`src/egf_regs.svh`:
```
// Offsets, field positions and reset values of the exposure/gain bank.
// Assumes a 32-bit AXI4-Lite data path; feature bit 0 is data bit 31.
`ifndef EGF_REGS_SVH
`define EGF_REGS_SVH

`define EGF_ADDR_W          12
`define EGF_EXPO_OFFSET     12'h81C
`define EGF_AMPL_OFFSET     12'h820
`define EGF_STATUS_OFFSET   12'h900

`define EGF_PRESENT_BIT     31
`define EGF_ABS_BIT         30
`define EGF_ONE_PUSH_BIT    26
`define EGF_ACTIVE_BIT      25
`define EGF_AUTO_BIT        24
`define EGF_VALUE_MSB       11
`define EGF_VALUE_LSB       0
`define EGF_VALUE_W         12
`define EGF_VALUE_RESET     12'h000

`define EGF_STAT_EXPO_REJ   0
`define EGF_STAT_AMPL_REJ   1
`define EGF_STAT_W          2

`endif

```
`src/egf_pkg.sv`:
```
// Types shared by the exposure/gain register bank.
// Assumes egf_regs.svh is on the include path.
`include "egf_regs.svh"

package egf_pkg;

  typedef enum logic [1:0]
  {
    EGF_RESP_OKAY   = 2'b00,
    EGF_RESP_SLVERR = 2'b10
  } egf_resp_t;

  typedef enum logic [1:0]
  {
    EGF_SEL_NONE   = 2'b00,
    EGF_SEL_EXPO   = 2'b01,
    EGF_SEL_AMPL   = 2'b10,
    EGF_SEL_STATUS = 2'b11
  } egf_sel_t;

  // Byte enables widened to the value field
  function automatic logic [`EGF_VALUE_W-1:0] egf_value_mask(input logic [3:0] strb);
    egf_value_mask = {{4{strb[1]}}, {8{strb[0]}}};
  endfunction : egf_value_mask

endpackage : egf_pkg

```
`src/egf_feature_reg.sv`:
```
// One feature control word: exposure time or amplification.
// Assumes the flag inputs come from logic on aclk.
`include "egf_regs.svh"

module egf_feature_reg
  import egf_pkg::*;
#(
  parameter bit                      PRESENT     = 1'b1,
  parameter logic [`EGF_VALUE_W-1:0] VALUE_RESET = `EGF_VALUE_RESET
)
(
  // Clock and reset
  input  wire logic                    aclk,
  input  wire logic                    aresetn,
  // Write port from the bus slave
  input  wire logic                    wr_en,
  input  wire logic [31:0]             wr_data,
  input  wire logic [3:0]              wr_strb,
  // Feature state from the camera control logic
  input  wire logic                    feature_on,
  input  wire logic                    auto_mode,
  input  wire logic                    one_push_busy,
  // Results
  output logic      [31:0]             rd_word,
  output logic      [`EGF_VALUE_W-1:0] setting_value,
  output logic                         manual_apply,
  output logic                         wr_reject
);

  logic [`EGF_VALUE_W-1:0] value_q;
  logic [`EGF_VALUE_W-1:0] mask;
  logic                    accept;

  assign accept    = wr_en & feature_on;
  assign wr_reject = wr_en & ~feature_on;
  assign mask      = egf_value_mask(wr_strb);

  always_ff @(posedge aclk)
  begin
    if (!aresetn)
      value_q <= VALUE_RESET;
    else if (accept)
      value_q <= (value_q & ~mask) | (wr_data[`EGF_VALUE_MSB:`EGF_VALUE_LSB] & mask);
  end

  assign setting_value = value_q;
  // Abs source is never selectable, so local control always holds
  assign manual_apply  = PRESENT & feature_on & ~auto_mode;

  always_comb
  begin
    rd_word = 32'h0000_0000;
    rd_word[`EGF_PRESENT_BIT] = PRESENT;
    rd_word[`EGF_ABS_BIT] = 1'b0;
    rd_word[`EGF_ONE_PUSH_BIT] = one_push_busy & ~auto_mode;
    rd_word[`EGF_ACTIVE_BIT] = feature_on;
    rd_word[`EGF_AUTO_BIT] = auto_mode;
    rd_word[`EGF_VALUE_MSB:`EGF_VALUE_LSB] = value_q;
  end

endmodule : egf_feature_reg

```
`src/egf_regs_top.sv`:
```
// Exposure time and amplification control registers behind AXI4-Lite.
// Assumes one clock; flag inputs are produced by logic on aclk.
`include "egf_regs.svh"

// Summary of operation
// - Bit 0 (word MSB) reads one when the feature exists, zero otherwise.
// - Bit 1 picks source; zero uses local value, one the absolute register.
// - Absolute register absent, so the source bit is fixed and unwritable.
// - Bit 5 shows one-shot adjustment running; ignored while automatic mode.
// - Bit 6 reads one while the feature control is on.
// - While the feature is off, writes to all its fields are ignored.
// - Bit 7 reads zero for manual and one for automatic control.
// - Bits 20 to 31 hold the twelve-bit setting, applied under local control.
module egf_regs_top
  import egf_pkg::*;
#(
  parameter bit                      EXPO_PRESENT = 1'b1,
  parameter bit                      AMPL_PRESENT = 1'b1,
  parameter logic [`EGF_VALUE_W-1:0] EXPO_RESET   = `EGF_VALUE_RESET,
  parameter logic [`EGF_VALUE_W-1:0] AMPL_RESET   = `EGF_VALUE_RESET
)
(
  // Clock and reset
  input  wire logic                    aclk,
  input  wire logic                    aresetn,
  // AXI4-Lite write address
  input  wire logic [`EGF_ADDR_W-1:0]  s_axi_awaddr,
  input  wire logic [2:0]              s_axi_awprot,
  input  wire logic                    s_axi_awvalid,
  output logic                         s_axi_awready,
  // AXI4-Lite write data
  input  wire logic [31:0]             s_axi_wdata,
  input  wire logic [3:0]              s_axi_wstrb,
  input  wire logic                    s_axi_wvalid,
  output logic                         s_axi_wready,
  // AXI4-Lite write response
  output logic [1:0]                   s_axi_bresp,
  output logic                         s_axi_bvalid,
  input  wire logic                    s_axi_bready,
  // AXI4-Lite read address
  input  wire logic [`EGF_ADDR_W-1:0]  s_axi_araddr,
  input  wire logic [2:0]              s_axi_arprot,
  input  wire logic                    s_axi_arvalid,
  output logic                         s_axi_arready,
  // AXI4-Lite read data
  output logic [31:0]                  s_axi_rdata,
  output logic [1:0]                   s_axi_rresp,
  output logic                         s_axi_rvalid,
  input  wire logic                    s_axi_rready,
  // Exposure feature state and setting
  input  wire logic                    expo_feature_on,
  input  wire logic                    expo_auto_mode,
  input  wire logic                    expo_one_push_busy,
  output logic [`EGF_VALUE_W-1:0]      expo_setting,
  output logic                         expo_manual_apply,
  // Amplification feature state and setting
  input  wire logic                    ampl_feature_on,
  input  wire logic                    ampl_auto_mode,
  input  wire logic                    ampl_one_push_busy,
  output logic [`EGF_VALUE_W-1:0]      ampl_setting,
  output logic                         ampl_manual_apply
);

  // Write channel holding registers
  logic                    aw_held_q;
  logic [`EGF_ADDR_W-1:0]  aw_addr_q;
  logic                    w_held_q;
  logic [31:0]             w_data_q;
  logic [3:0]              w_strb_q;
  logic                    bvalid_q;
  egf_resp_t               bresp_q;

  // Read channel registers
  logic                    rvalid_q;
  logic [31:0]             rdata_q;
  egf_resp_t               rresp_q;

  // Sticky record of writes refused because a feature was off
  logic [`EGF_STAT_W-1:0]  reject_q;

  logic                    aw_fire;
  logic                    w_fire;
  logic                    ar_fire;
  logic                    wr_commit;
  egf_sel_t                wr_sel;
  egf_sel_t                rd_sel;
  logic                    expo_wr;
  logic                    ampl_wr;
  logic                    stat_wr;
  logic                    expo_reject;
  logic                    ampl_reject;
  logic [31:0]             expo_word;
  logic [31:0]             ampl_word;
  logic [31:0]             stat_word;
  logic                    expo_clear;
  logic                    ampl_clear;

  // Word-aligned decode; low two address bits are ignored
  function automatic egf_sel_t decode(input logic [`EGF_ADDR_W-1:0] addr);
    logic [`EGF_ADDR_W-1:0] expo_a;
    logic [`EGF_ADDR_W-1:0] ampl_a;
    logic [`EGF_ADDR_W-1:0] stat_a;
    expo_a = `EGF_EXPO_OFFSET;
    ampl_a = `EGF_AMPL_OFFSET;
    stat_a = `EGF_STATUS_OFFSET;
    if (addr[`EGF_ADDR_W-1:2] == expo_a[`EGF_ADDR_W-1:2])
      decode = EGF_SEL_EXPO;
    else if (addr[`EGF_ADDR_W-1:2] == ampl_a[`EGF_ADDR_W-1:2])
      decode = EGF_SEL_AMPL;
    else if (addr[`EGF_ADDR_W-1:2] == stat_a[`EGF_ADDR_W-1:2])
      decode = EGF_SEL_STATUS;
    else
      decode = EGF_SEL_NONE;
  endfunction : decode

  // Protection attributes are accepted and carry no meaning here
  // Address and data are held apart, so either may arrive first
  // Channels stall while a response waits, so only one write is open
  assign s_axi_awready = ~aw_held_q & ~bvalid_q;
  assign s_axi_wready  = ~w_held_q & ~bvalid_q;
  assign aw_fire       = s_axi_awvalid & s_axi_awready;
  assign w_fire        = s_axi_wvalid & s_axi_wready;
  assign wr_commit     = aw_held_q & w_held_q & ~bvalid_q;
  assign wr_sel        = decode(aw_addr_q);

  always_ff @(posedge aclk)
  begin
    if (!aresetn)
    begin
      aw_held_q <= 1'b0;
      aw_addr_q <= '0;
    end
    else if (aw_fire)
    begin
      aw_held_q <= 1'b1;
      aw_addr_q <= s_axi_awaddr;
    end
    else if (wr_commit)
      aw_held_q <= 1'b0;
  end

  always_ff @(posedge aclk)
  begin
    if (!aresetn)
    begin
      w_held_q <= 1'b0;
      w_data_q <= 32'h0000_0000;
      w_strb_q <= 4'h0;
    end
    else if (w_fire)
    begin
      w_held_q <= 1'b1;
      w_data_q <= s_axi_wdata;
      w_strb_q <= s_axi_wstrb;
    end
    else if (wr_commit)
      w_held_q <= 1'b0;
  end

  always_ff @(posedge aclk)
  begin
    if (!aresetn)
    begin
      bvalid_q <= 1'b0;
      bresp_q  <= EGF_RESP_OKAY;
    end
    else if (wr_commit)
    begin
      bvalid_q <= 1'b1;
      // Unmapped writes end in an error and store nothing
      bresp_q  <= (wr_sel == EGF_SEL_NONE) ? EGF_RESP_SLVERR : EGF_RESP_OKAY;
    end
    else if (s_axi_bready)
      bvalid_q <= 1'b0;
  end

  assign s_axi_bvalid = bvalid_q;
  assign s_axi_bresp  = bresp_q;

  // Writes to read-only or refused fields still complete with OKAY
  assign expo_wr = wr_commit & (wr_sel == EGF_SEL_EXPO);
  assign ampl_wr = wr_commit & (wr_sel == EGF_SEL_AMPL);
  assign stat_wr = wr_commit & (wr_sel == EGF_SEL_STATUS) & w_strb_q[0];

  // Stored settings leave through flops inside each feature word
  egf_feature_reg #(
    .PRESENT       (EXPO_PRESENT),
    .VALUE_RESET   (EXPO_RESET)
  ) u_expo (
    .aclk          (aclk),
    .aresetn       (aresetn),
    .wr_en         (expo_wr),
    .wr_data       (w_data_q),
    .wr_strb       (w_strb_q),
    .feature_on    (expo_feature_on),
    .auto_mode     (expo_auto_mode),
    .one_push_busy (expo_one_push_busy),
    .rd_word       (expo_word),
    .setting_value (expo_setting),
    .manual_apply  (expo_manual_apply),
    .wr_reject     (expo_reject)
  );

  egf_feature_reg #(
    .PRESENT       (AMPL_PRESENT),
    .VALUE_RESET   (AMPL_RESET)
  ) u_ampl (
    .aclk          (aclk),
    .aresetn       (aresetn),
    .wr_en         (ampl_wr),
    .wr_data       (w_data_q),
    .wr_strb       (w_strb_q),
    .feature_on    (ampl_feature_on),
    .auto_mode     (ampl_auto_mode),
    .one_push_busy (ampl_one_push_busy),
    .rd_word       (ampl_word),
    .setting_value (ampl_setting),
    .manual_apply  (ampl_manual_apply),
    .wr_reject     (ampl_reject)
  );

  // Write-one-to-clear; a new refusal in the same cycle wins
  function automatic logic sticky_next(input logic held, input logic raise, input logic clear);
    sticky_next = raise | (held & ~clear);
  endfunction : sticky_next

  assign expo_clear = stat_wr & w_data_q[`EGF_STAT_EXPO_REJ];
  assign ampl_clear = stat_wr & w_data_q[`EGF_STAT_AMPL_REJ];

  always_ff @(posedge aclk)
  begin
    if (!aresetn)
      reject_q <= '0;
    else
    begin
      reject_q[`EGF_STAT_EXPO_REJ] <= sticky_next(reject_q[`EGF_STAT_EXPO_REJ], expo_reject,
                                                  expo_clear);
      reject_q[`EGF_STAT_AMPL_REJ] <= sticky_next(reject_q[`EGF_STAT_AMPL_REJ], ampl_reject,
                                                  ampl_clear);
    end
  end

  // Status bits above the refusal flags read zero
  assign stat_word = {30'h0000_0000, reject_q};

  // Read channel: one outstanding read, data one cycle after address
  assign s_axi_arready = ~rvalid_q;
  assign ar_fire       = s_axi_arvalid & s_axi_arready;
  assign rd_sel        = decode(s_axi_araddr);

  always_ff @(posedge aclk)
  begin
    if (!aresetn)
      rvalid_q <= 1'b0;
    else if (ar_fire)
      rvalid_q <= 1'b1;
    else if (s_axi_rready)
      rvalid_q <= 1'b0;
  end

  always_ff @(posedge aclk)
  begin
    if (!aresetn)
    begin
      rdata_q <= 32'h0000_0000;
      rresp_q <= EGF_RESP_OKAY;
    end
    else if (ar_fire)
    begin
      case (rd_sel)
        // feature words carry flags seen at the address edge
        EGF_SEL_EXPO:
        begin
          rdata_q <= expo_word;
          rresp_q <= EGF_RESP_OKAY;
        end
        EGF_SEL_AMPL:
        begin
          rdata_q <= ampl_word;
          rresp_q <= EGF_RESP_OKAY;
        end
        EGF_SEL_STATUS:
        begin
          rdata_q <= stat_word;
          rresp_q <= EGF_RESP_OKAY;
        end
        // Unmapped reads answer with an error and zero data
        default:
        begin
          rdata_q <= 32'h0000_0000;
          rresp_q <= EGF_RESP_SLVERR;
        end
      endcase
    end
  end

  assign s_axi_rvalid = rvalid_q;
  assign s_axi_rdata  = rdata_q;
  assign s_axi_rresp  = rresp_q;

endmodule : egf_regs_top

```
`config.mk`:
```
export PLATFORM = sky130hd
export DESIGN_NAME = egf_regs_top
export DESIGN_NICKNAME = d
export VERILOG_FILES = /design/src/egf_pkg.sv /design/src/egf_feature_reg.sv /design/src/egf_regs_top.sv
export VERILOG_INCLUDE_DIRS = /design/src
export SDC_FILE = /design/constraint.sdc
export NUM_CORES = 1
export LEC_CHECK = 0
export BUFFER_PORTS_ARGS = -buffer_cell sky130_fd_sc_hd__buf_2
export CAP_MARGIN = 10
export CORE_MARGIN = 3
export CORE_UTILIZATION = 44
export CTS_BUF_LIST = sky130_fd_sc_hd__clkbuf_4
export DETAILED_ROUTE_END_ITERATION = 16
export MAX_ROUTING_LAYER = met4
export PLACE_DENSITY = 0.75
export RECOVER_POWER = 25
export SLEW_MARGIN = 20
export SYNTH_ARGS = -nofsm -noshare
export SYNTH_HDL_FRONTEND = slang
export SYNTH_SLANG_ARGS = --single-unit
```
`constraint.sdc`:
```
create_clock -name aclk -period 6.8 [get_ports aclk]
set_clock_uncertainty 0.15 [all_clocks]
set_input_delay 1.02 -clock aclk [delete_from_list [all_inputs] [get_ports aclk]]
set_output_delay 1.02 -clock aclk [all_outputs]
set_load 0.005 [all_outputs]
```
==> results of run 1 <==
[report_power, final]
group / internal (mW) / switching (mW) / leakage, nW
logic: 0.0312 / 0.0423 / 1.07
registers: 0.434 / 0.00987 / 0.585
clock network: 0.108 / 0.146 / 0.0668
[cell type report]
class | count | area [um2]
clock buffer | 9 | 67.6
inverter | 5 | 18.8
fill | 690 | 3180
sequential | 72 | 1440
timing repair buffer | 97 | 487
tap | 96 | 120
clock inverter | 7 | 62.6
multi-input combinational | 274 | 1680
[logic make-up (layout without fill, tap and decap cells)]
family	Yosys count	in the layout	synth area share, %
buffers and inverters	47	118	7.75
other	1	18	0.113
AO/OA/AOI/OAI	81	81	17.2
adder cells (fa/ha/maj)	3	3	1.13
multiplexers	26	26	7.86
AND/OR/NAND/NOR	144	144	21.9
XOR/XNOR	2	2	0.529
flip-flops	72	72	43.6
[metrics by stage]
step	cell area (um2)	worst slack [ns]	instances
after floorplan	3370	3.51	393
after global placement	3750	2.61	544
after detailed placement	3750	2.57	544
after CTS	3880	2.99	560
after global routing	3870	2.63	560
final	3870	2.85	560
[layout by cell type, fill, tap and decap left out, types with 2 or more instances in the layout]
cell type   netlist  final
o31ai_1           2      2
o21ai_0           4      4
nand2b_1          3      3
clkinv_2          0      2
a31oi_1          13     13
buf_2             1     95
conb_1            1     18
nand4b_1          2      2
or4_2             2      2
nand3_1           5      5
nand3b_1          2      2
a221oi_1          2      2
clkinvlp_4        0      2
inv_1             5      5
nor2_1            4      4
nor2b_1           5      5
clkbuf_4          0      9
mux2i_1          26     26
a21boi_0         29     29
and2_1            4      4
dfxtp_1          72     72
clkinv_1          0      2
nand2_1          92     92
ha_1              3      3
a22o_1           12     12
nor3b_1          12     12
a21oi_1          15     15
[worst max-delay path by stage]
stage	endpoint	slack, ns	depth (start not counted)
2_1_floorplan	s_axi_rdata[0]	3.51	9
5_1_grt	s_axi_rdata[26]	2.63	8
3_3_place_gp	s_axi_rdata[0]	2.61	8
3_5_place_dp	s_axi_rdata[1]	2.57	8
4_1_cts	s_axi_rdata[1]	2.99	8
6_report	s_axi_rdata[1]	2.85	8
[worst max-delay path, delay by kind of cell]
family / cells / cell delay [ns]
and+or+nand+nor: 4 / 2.28
adders and majority gates: 1 / 0.29
buffers and inverters: 1 / 0.09
AOI/OAI and AO/OA: 2 / 0.46
[layer usage]
layer  global-route usage (%)  up-vias  wire length (um)
met5                        -        -                 0
met4                     9.04        0               170
met3                     3.90       17               505
met2                     30.1       94              3680
met1                     23.8     1305              3600
li1                         -     1437                 -
==> summary.txt, run 1 <==
Power and ir drop
  • Total power: around 0.77 mW
  • Leak: about 1.7 nW
  • VDD IR max: 0.0790 mV
  • Power per cell area: between 150 and 200 mW/mm2

Setup path
  • Max incr delay on CP: between 0.8 and 0.9 ns
  • Reg2reg path depth: 5
  • R2R Path End: s_axi_rdata[1]
  • Worst path cell trace: buf_2, or4b_1, nor3_4, nand2_1, ha_1, nor2_1, o21ai_0, a21oi_1
  • Arrival time worst endpoint: between 4 and 5 ns
  • Flop-to-flop setup slack: around 4.5 ns
  • Worst Path Required: 6.99 ns
  • Critical Path Sink Type: flip-flop
  • Type of origin of the critical path: input port
  • Worst Setup Path Type: input port to flip-flop
  • CP Max Fanout: 16
  • Critical Path Start: s_axi_araddr[10]
  • Crit Reg-Reg Startpoint: s_axi_rvalid
  • Slowest stage cell, crit path: nor2_1

Floorplan
  • Die height: approximately 90 um
  • Num ports: 146
  • Chip width: ~93 um
  • Full die area: approximately 0.0086 mm2
  • Initial Util: between 40% and 50%
  • Placeable Area: approximately 0.007 mm2
  • Num rows: 30

Yosys
  • Synth cell count leaders: 92 x nand2_1, 72 x dfxtp_1, 29 x a21boi_0, 26 x mux2i_1, 21 x clkbuf_1
  • Sequential element share of the synthesized area: 43.6%
  • Predominant post-synthesis flop cell: dfxtp_1
  • Largest cells by area after synthesis: dfxtp_1 44%, nand2_1 10%, mux2i_1 7.9%, a21boi_0 6.6%, buf_4 4.3%
  • Post-synth top area share: approximately 44%
  • Distinct cell type count after synthesis: 45
  • Cells after synthesis: roughly 380
  • Cell taking the most area after synthesis: dfxtp_1
  • Async SR Flop Fraction: 0%
  • Ys Warns: 0
  • Post-synth EDFFs: 0
  • Cell with the most instances after synthesis: nand2_1
  • #FFs+latches synth: between 70 and 80
  • Post-Syn Area: approximately 0.0033 mm2
  • Synth Area per Inst: 8.80 um2

STA
  • Achievable Freq: 253 MHz
  • Min Tclk post-route: 3.95 ns
  • Slew headroom: -104%
  • Fin Setup TNS: 0 ns
  • Final hold vios: 0
  • Hold slack: between 0.3 and 0.4 ns
  • Final Max Tran Viols: 85
  • Fin crit share: 58.1%
  • Final setup violation count: 0
  • Slew of the pin with the lowest slew margin: 3.06 ns
  • RSZ-0062 raised after global routing: no

Clock tree
  • CTS clk-pin slew, worst paths: 0.11 ns
  • Hold Buf Count CTS: 0
  • Resized cells post-CTS: 0
  • CTS tree: built
  • Htree depth: 3
  • TritonCTS Buffers: 9
  • Worst-skew pair later-pin latency: 0.41 ns
  • Clock Path Buffers: 2
  • Post-CTS Setup Repair Bufs: 0
  • Clk sink count: between 70 and 80
  • CTS Root Cell: clkbuf_4

Detailed routing
  • Final WL: just under 8000 um
  • DR WL/cell: around 14 um
  • Drt first pass iters: 4
  • Routed Antenna Nets: 0
  • DR vias/cell: between 5 and 6
  • DRC Markers: 0
  • Vias: about 2900
  • 1st-iter DRT viols: approximately 160

Placement
  • PortBufs: 95
  • Gpl congestion: roughly 0.8
  • Dpl hpwl: approximately 5700 um

Run
  • Max Cap Viol: 1

Hold path
  • Hold path cells: 2
  • Hold Crit Start: w_data_q[11]
  • WHS Endpoint: w_data_q[11]
  • Worst hold path type: flip-flop to flip-flop

Final layout
  • Layout Nets: roughly 540
  • Area delta synth->final: 17.0%
  • N_diodes: 0
  • Final core utilization: between 50 and 60%
  • Share of cells above drive strength 1: between 20% and 30%

Global route
  • Largest net degree at the start of global routing: 85
  • Grt ovf: 0
  • Overall routing resource usage: between 10% and 20%
  • Initial antenna violation count: 0
  • Number of global-route vias before repair: 2633
  • Global-route wire length before repair: around 13000 um

Outcome
  • Violated checks: max-capacitance violations, max-slew violations
  • Status: complete, but fails checks
Power figures use the tool's default switching activity.
==> run 2, diff against run 1 <==
--- a/config.mk
+++ b/config.mk
@@ -13,7 +13,7 @@
 export CTS_BUF_LIST = sky130_fd_sc_hd__clkbuf_4
 export DETAILED_ROUTE_END_ITERATION = 16
 export MAX_ROUTING_LAYER = met4
-export PLACE_DENSITY = 0.75
+export PLACE_DENSITY = 0.78
 export RECOVER_POWER = 25
 export SLEW_MARGIN = 20
 export SYNTH_ARGS = -nofsm -noshare
==> constraint.sdc (replaced) <==
create_clock -name aclk -period 3.6 [get_ports aclk]
set_clock_uncertainty 0.15 [all_clocks]
set_input_delay 0.54 -clock aclk [delete_from_list [all_inputs] [get_ports aclk]]
set_output_delay 0.54 -clock aclk [all_outputs]
set_load 0.005 [all_outputs]
==> summary.txt, run 2 (synthesis results as in run 1) <==
Outcome
  • Status: completed

Setup path
  • Arrival time worst endpoint: 2.63 ns (-1.52 ns)
  • Crit Reg-Reg Startpoint: aw_addr_q[6]
  • CP Max Fanout: 15 (-1)
  • Slowest stage cell, crit path: ha_1
  • Max incr delay on CP: 0.59 ns (-0.26 ns)
  • Type of origin of the critical path: input port
  • Worst Path Required: 3.78 ns (-3.21 ns)
  • Flop-to-flop setup slack: 1.53 ns (-2.99 ns)
  • Worst Setup Path Type: input port to flip-flop
  • Reg2reg path depth: 4 (-1)
  • Critical Path Sink Type: flip-flop
  • Worst path cell trace: buf_2, or4b_1, nor2_1, nand3_1, inv_1, ha_1, a22o_1, a31oi_1, nor3b_1

STA
  • Slew headroom: 42.1% (+150 points)
  • Hold slack: 0.217 ns (-0.109 ns)
  • RSZ-0062 raised after global routing: no
  • Fin crit share: a little under 70%
  • Fin Setup TNS: 0 ns (unchanged)
  • Final hold vios: 0 (unchanged)
  • Final setup violation count: 0 (unchanged)
  • Final Max Tran Viols: 0 (-100%)
  • Setup ws final: 1.15 ns (-1.70 ns)
  • Slew of the pin with the lowest slew margin: 0.864 ns (-2.19 ns)
  • Min Tclk post-route: around 2.4 ns
  • Achievable Freq: about 410 MHz

Final layout
  • Most common cell after layout, fill and taps aside: nand2_1
  • Area delta synth->final: 18.3%
  • N_diodes: 0 (unchanged)
  • FILL cells: 681 (-1.3%)
  • Area of the multi-input gates: 0.00168 mm2 (unchanged)
  • Design area: 0.00392 mm2 (+1.1%)
  • Most frequent cells in the layout: 92 x nand2_1, 86 x buf_2, 72 x dfxtp_1, 29 x a21boi_0, 26 x mux2i_1
  • Fin cells: 563 (+0.54%)
  • Share of cells above drive strength 1: 25.1% (-0.81 points)
  • Final core utilization: 55.5% (+0.62 points)
  • Layout Nets: 544 (+0.55%)
  • Register area: 0.00144 mm2 (unchanged)

Power and ir drop
  • Total power: 1.54 mW (+100%)
  • Power per cell area: 393 mW/mm2 (+97%)
  • Gate power share: 8.9% (-0.6 points)
  • Sw Ratio: 24.4% (-1.3 points)
  • Internal power: 1.16 mW (+100%)
  • NetSw: 0.375 mW (+90%)
  • Reg power frac: 54.5% (-3.0 points)
  • Clk network pwr share: 36.6% (+3.7 points)
  • VDD IR max: 0.246 mV (+210%)
  • Leak: 1.73 nW (+0.46%)

Floorplan
  • Full die area: 0.00860 mm2 (unchanged)
  • Placeable Area: 0.00706 mm2 (unchanged)
  • Initial Util: 46.9% (unchanged)
  • Num rows: 30 (unchanged)
  • Die height: 92.7 um (unchanged)
  • Num ports: 146 (unchanged)
  • Chip width: 92.7 um (unchanged)

Detailed routing
  • 1st-iter DRT viols: 173 (+6.8%)
  • Vias: 2901 (+1.7%)
  • Drt first pass iters: 4 (unchanged)
  • Final WL: 8080 um (+1.5%)
  • DR vias/cell: 5.15 (+1.1%)
  • Routed Antenna Nets: 0 (unchanged)
  • DR WL/cell: 14.3 um (+1.0%)
  • DRC Markers: 0 (unchanged)

Clock tree
  • Worst-skew pair later-pin latency: 0.41 ns (about the same)
  • Post-CTS Setup Repair Bufs: 0 (unchanged)
  • Resized cells post-CTS: 0 (unchanged)
  • Hold Buf Count CTS: 0 (unchanged)
  • Clock Path Buffers: 2 (unchanged)
  • TritonCTS Buffers: 9 (unchanged)
  • CTS tree: built
  • CTS clk-pin slew, worst paths: 0.11 ns (about the same)
  • Htree depth: 3 (unchanged)
  • Clk sink count: 72 (unchanged)
  • CTS Root Cell: clkbuf_4

Placement
  • Pre-CTS setup slack: 0.705 ns (-1.86 ns)
  • Dpl hpwl: 5850 um (+3.4%)
  • Placed Cells incl. Taps: 547 (+0.55%)
  • Placed Area: 0.00377 mm2 (+0.60%)
  • PortBufs: 95 (unchanged)
  • Gpl congestion: 0.786 (-3.5%)

Global route
  • Largest net degree at the start of global routing: 74 (-13%)
  • Grt ovf: 0 (unchanged)
  • Initial antenna violation count: 0 (unchanged)
  • Number of global-route vias before repair: 2815 (+6.9%)
  • Global-route wire length before repair: 12900 um (+2.0%)
  • Overall routing resource usage: 19.3% (+0.13 points)

Hold path
  • WHS Endpoint: w_data_q[5]
  • Hold path cells: 3 (+1)
  • Hold Crit Start: s_axi_wdata[5]
  • Worst hold path type: input port to flip-flop

Run
  • Max Cap Viol: 0 (-1)
run 2: changes by cell type in the layout (fill, tap and decap cells not counted), sizes merged:
cell,previous run,this run
buf,96,91
bufinv,1,2
clkbuf,10,19
clkinvlp,2,0
run 2: area by class of cell:
cell class / count / area share [%]
Inverter: 5 / 0.479
Multi-Input combinational cell: 274 / 42.8
Clock buffer: 10 / 1.92
Sequential cell: 72 / 36.8
Clock inverter: 6 / 2.14
Tap cell: 96 / 3.07
Timing Repair Buffer: 100 / 12.8
run 2: power by group through the flow:
stage / Clock [mW] / Sequential, mW / Combinational, mW
floorplan: 0 / 0.851 / 0.101
global placement: 0 / 0.855 / 0.135
detailed placement: 0 / 0.856 / 0.139
CTS: 0.572 / 0.838 / 0.139
global route: 0.609 / 0.842 / 0.157
finish: 0.564 / 0.838 / 0.137
run 2: worst max-delay path by stage:
stage	to	cells past startpoint	startpoint	slack [ns]
after floorplan	s_axi_rdata[0]	9	s_axi_araddr[10]	0.79
after global placement	s_axi_rdata[8]	9	s_axi_araddr[10]	0.79
after detailed placement	s_axi_rdata[9]	9	s_axi_araddr[10]	0.70
after CTS	s_axi_rdata[9]	9	s_axi_araddr[10]	1.15
after global routing	s_axi_rdata[4]	9	s_axi_araddr[10]	0.95
final	s_axi_rdata[4]	9	s_axi_araddr[10]	1.15
run 2: critical path: cells and delay by family:
kind	cells	cell delay, ns
adders and majority gates	1	0.59
and+or+nand+nor	4	1.01
buffers and inverters	2	0.19
AOI/OAI and AO/OA	2	0.29
run 2: per-layer routing:
layer	part of all wire [%]	up-vias	global-route usage [%]
met5	0	-	-
met4	1.6	0	6.96
met3	7.4	8	4.55
met2	47	101	31.2
met1	44	1354	23.7
li1	-	1438	-
==> run 3, diff against run 2 <==
==> constraint.sdc (replaced) <==
create_clock -name aclk -period 2 [get_ports aclk]
set_clock_uncertainty 0.15 [all_clocks]
set_input_delay 0.3 -clock aclk [delete_from_list [all_inputs] [get_ports aclk]]
set_output_delay 0.3 -clock aclk [all_outputs]
set_load 0.005 [all_outputs]
==> summary.txt, run 3 (synthesis results as in run 1) <==
Clock tree
  • Worst-skew pair later-pin latency: 0.42 ns (about the same)
  • Clk sink count: 72 (unchanged)
  • Htree depth: 3 (unchanged)
  • CTS clk-pin slew, worst paths: 0.13 ns (+0.02 ns)
  • TritonCTS Buffers: 9 (unchanged)
  • Clock Path Buffers: 2 (unchanged)
  • CTS Root Cell: clkbuf_4
  • CTS tree: built

Global route
  • Grt ovf: 0 (unchanged)
  • Largest net degree at the start of global routing: 65 (-12%)
  • Number of global-route vias before repair: 2845 (+1.1%)
  • Initial antenna violation count: 0 (unchanged)
  • Overall routing resource usage: 19.8% (+0.52 points)
  • Global-route wire length before repair: 13500 um (+4.8%)

Setup path
  • Worst path cell trace: or3_1, or4_4, mux2i_1
  • Reg2reg path depth: 3 (-1)
  • Path length in cells of the critical path: 3 (-6)
  • CP Max Fanout: 8 (-7)
  • Worst Setup Path Type: flip-flop to flip-flop
  • Crit Reg-Reg Startpoint: aw_addr_q[2]
  • Critical Path Start: aw_addr_q[2]
  • Max incr delay on CP: 0.67 ns (+0.08 ns)
  • Flop-to-flop setup slack: 0.1 ns (-1.43 ns)
  • Worst Path Required: 2.18 ns (-1.60 ns)
  • Slowest stage cell, crit path: or4_4
  • Type of origin of the critical path: flip-flop
  • Critical Path Sink Type: flip-flop
  • Gate family responsible for the most delay along the worst path: simple AND/OR/NAND/NOR gates
  • CP bufs+invs: 0 (-2)
  • Arrival time worst endpoint: 2.08 ns (-0.55 ns)

Placement
  • Dpl hpwl: 5710 um (-2.5%)
  • PortBufs: 95 (unchanged)
  • Placed Cells incl. Taps: 552 (+0.91%)
  • Gpl congestion: 0.775 (-1.5%)

Final layout
  • Share of cells above drive strength 1: 24.0% (-1.1 points)
  • Layout Nets: 578 (+6.3%)
  • Area delta synth->final: 30.4%
  • Most frequent cells in the layout: 91 x nand2_1, 78 x buf_2, 72 x dfxtp_1, 28 x a21boi_0, 28 x dlygate4sd3_1
  • Most common cell after layout, fill and taps aside: nand2_1
  • Fin cells: 597 (+6.0%)
  • N_diodes: 0 (unchanged)

Floorplan
  • Num rows: 30 (unchanged)
  • Num ports: 146 (unchanged)
  • Full die area: 0.00860 mm2 (unchanged)
  • Placeable Area: 0.00706 mm2 (unchanged)
  • Die height: 92.7 um (unchanged)
  • Initial Util: 46.9% (unchanged)
  • Chip width: 92.7 um (unchanged)

Power and ir drop
  • Leak: 1.87 nW (+7.9%)
  • VDD IR max: 0.317 mV (+29%)
  • Power per cell area: 672 mW/mm2 (+71%)
  • Total power: 2.90 mW (+88%)

Detailed routing
  • Final WL: 8410 um (+4.1%)
  • DR WL/cell: 14.1 um (-1.8%)
  • Vias: 3035 (+4.6%)
  • DR vias/cell: 5.08 (-1.3%)
  • Drt first pass iters: 4 (unchanged)
  • DRC Markers: 0 (unchanged)
  • 1st-iter DRT viols: 127 (-27%)
  • Routed Antenna Nets: 0 (unchanged)

Outcome
  • Status: completed

STA
  • RSZ-0062 raised after global routing: no
  • Achievable Freq: ~530 MHz
  • Min Tclk post-route: about 1.9 ns
  • Slew of the pin with the lowest slew margin: 0.503 ns (-0.361 ns)
  • Final Max Tran Viols: 0 (unchanged)
  • Final hold vios: 0 (unchanged)
  • Fin crit share: between 90% and 100%
  • Final setup violation count: 0 (unchanged)
  • Slew headroom: 66.4% (+24 points)
  • Hold slack: 0.0268 ns (-0.190 ns)

Hold path
  • Hold Crit Start: expo_auto_mode
  • Worst hold path type: input port to flip-flop
  • WHS Endpoint: s_axi_rdata[26]
  • Hold path cells: 3 (unchanged)

Run
  • Max Cap Viol: 0 (unchanged)
[run 3: layout make-up]
type	instances	area, um2
Clock inverter	7	103
Fill cell	636	2740
Tap cell	96	120
Timing Repair Buffer	134	851
Clock buffer	9	67.6
Multi-Input combinational cell	274	1710
Inverter	5	18.8
Sequential cell	72	1440
[run 3: through the flow]
step	setup TNS, ns	utilization (%)	setup WS (ns)	area [um2]
5_1_grt	0	61.1	0.0306	4310
3_3_place_gp	-2.71	54.9	-0.199	3880
6_report	0	61.1	0.0982	4310
2_1_floorplan	-4.28	-	-0.332	3430
4_1_cts	0	61.3	0.0170	4330
3_5_place_dp	-3.79	54.9	-0.278	3880
[run 3: metal layers]
| layer | GRT usage (%) | part of all wire, % | wire length [um] | vias up |
|---|---|---|---|---|
| li1 | - | - | - | 1504 |
| met1 | 24.4 | 45 | 3790 | 1412 |
| met2 | 32.6 | 47 | 3990 | 111 |
| met3 | 4.47 | 6.8 | 573 | 8 |
| met4 | 6.35 | 0.62 | 52 | 0 |
| met5 | - | 0 | 0 | - |
[run 3: how the worst max path moves through the flow]
stage / endpoint / slack [ns]
3_3_place_gp: s_axi_rdata[5] / -0.20
4_1_cts: flip-flop / 0.02
5_1_grt: reject_q[1] / 0.03
6_report: flip-flop / 0.1
3_5_place_dp: s_axi_rdata[4] / -0.28
2_1_floorplan: s_axi_rdata[24] / -0.33
[run 3: worst reg2reg max path, stage by stage, from the launching register on]
cell and delay (ns):
dfxtp_1 0.35, or3_1 0.48, or4_4 0.67, mux2i_1 0.16
[run 3: report_power, final]
part | internal, mW | switching, mW | leakage [nW]
sequential | 1.48 | 0.0309 | 0.585
clock | 0.519 | 0.562 | 0.0871
combinational | 0.150 | 0.163 | 1.20
total | 2.14 | 0.756 | 1.87
[run 3: what timing repair did]
action / CTS / global route
gates resized for setup: 0 / 2
hold buffers: 28 / 0
setup endpoints to repair: 0 / 12
buffers inserted: 0 / 1
hold endpoints to repair: 27 / 0
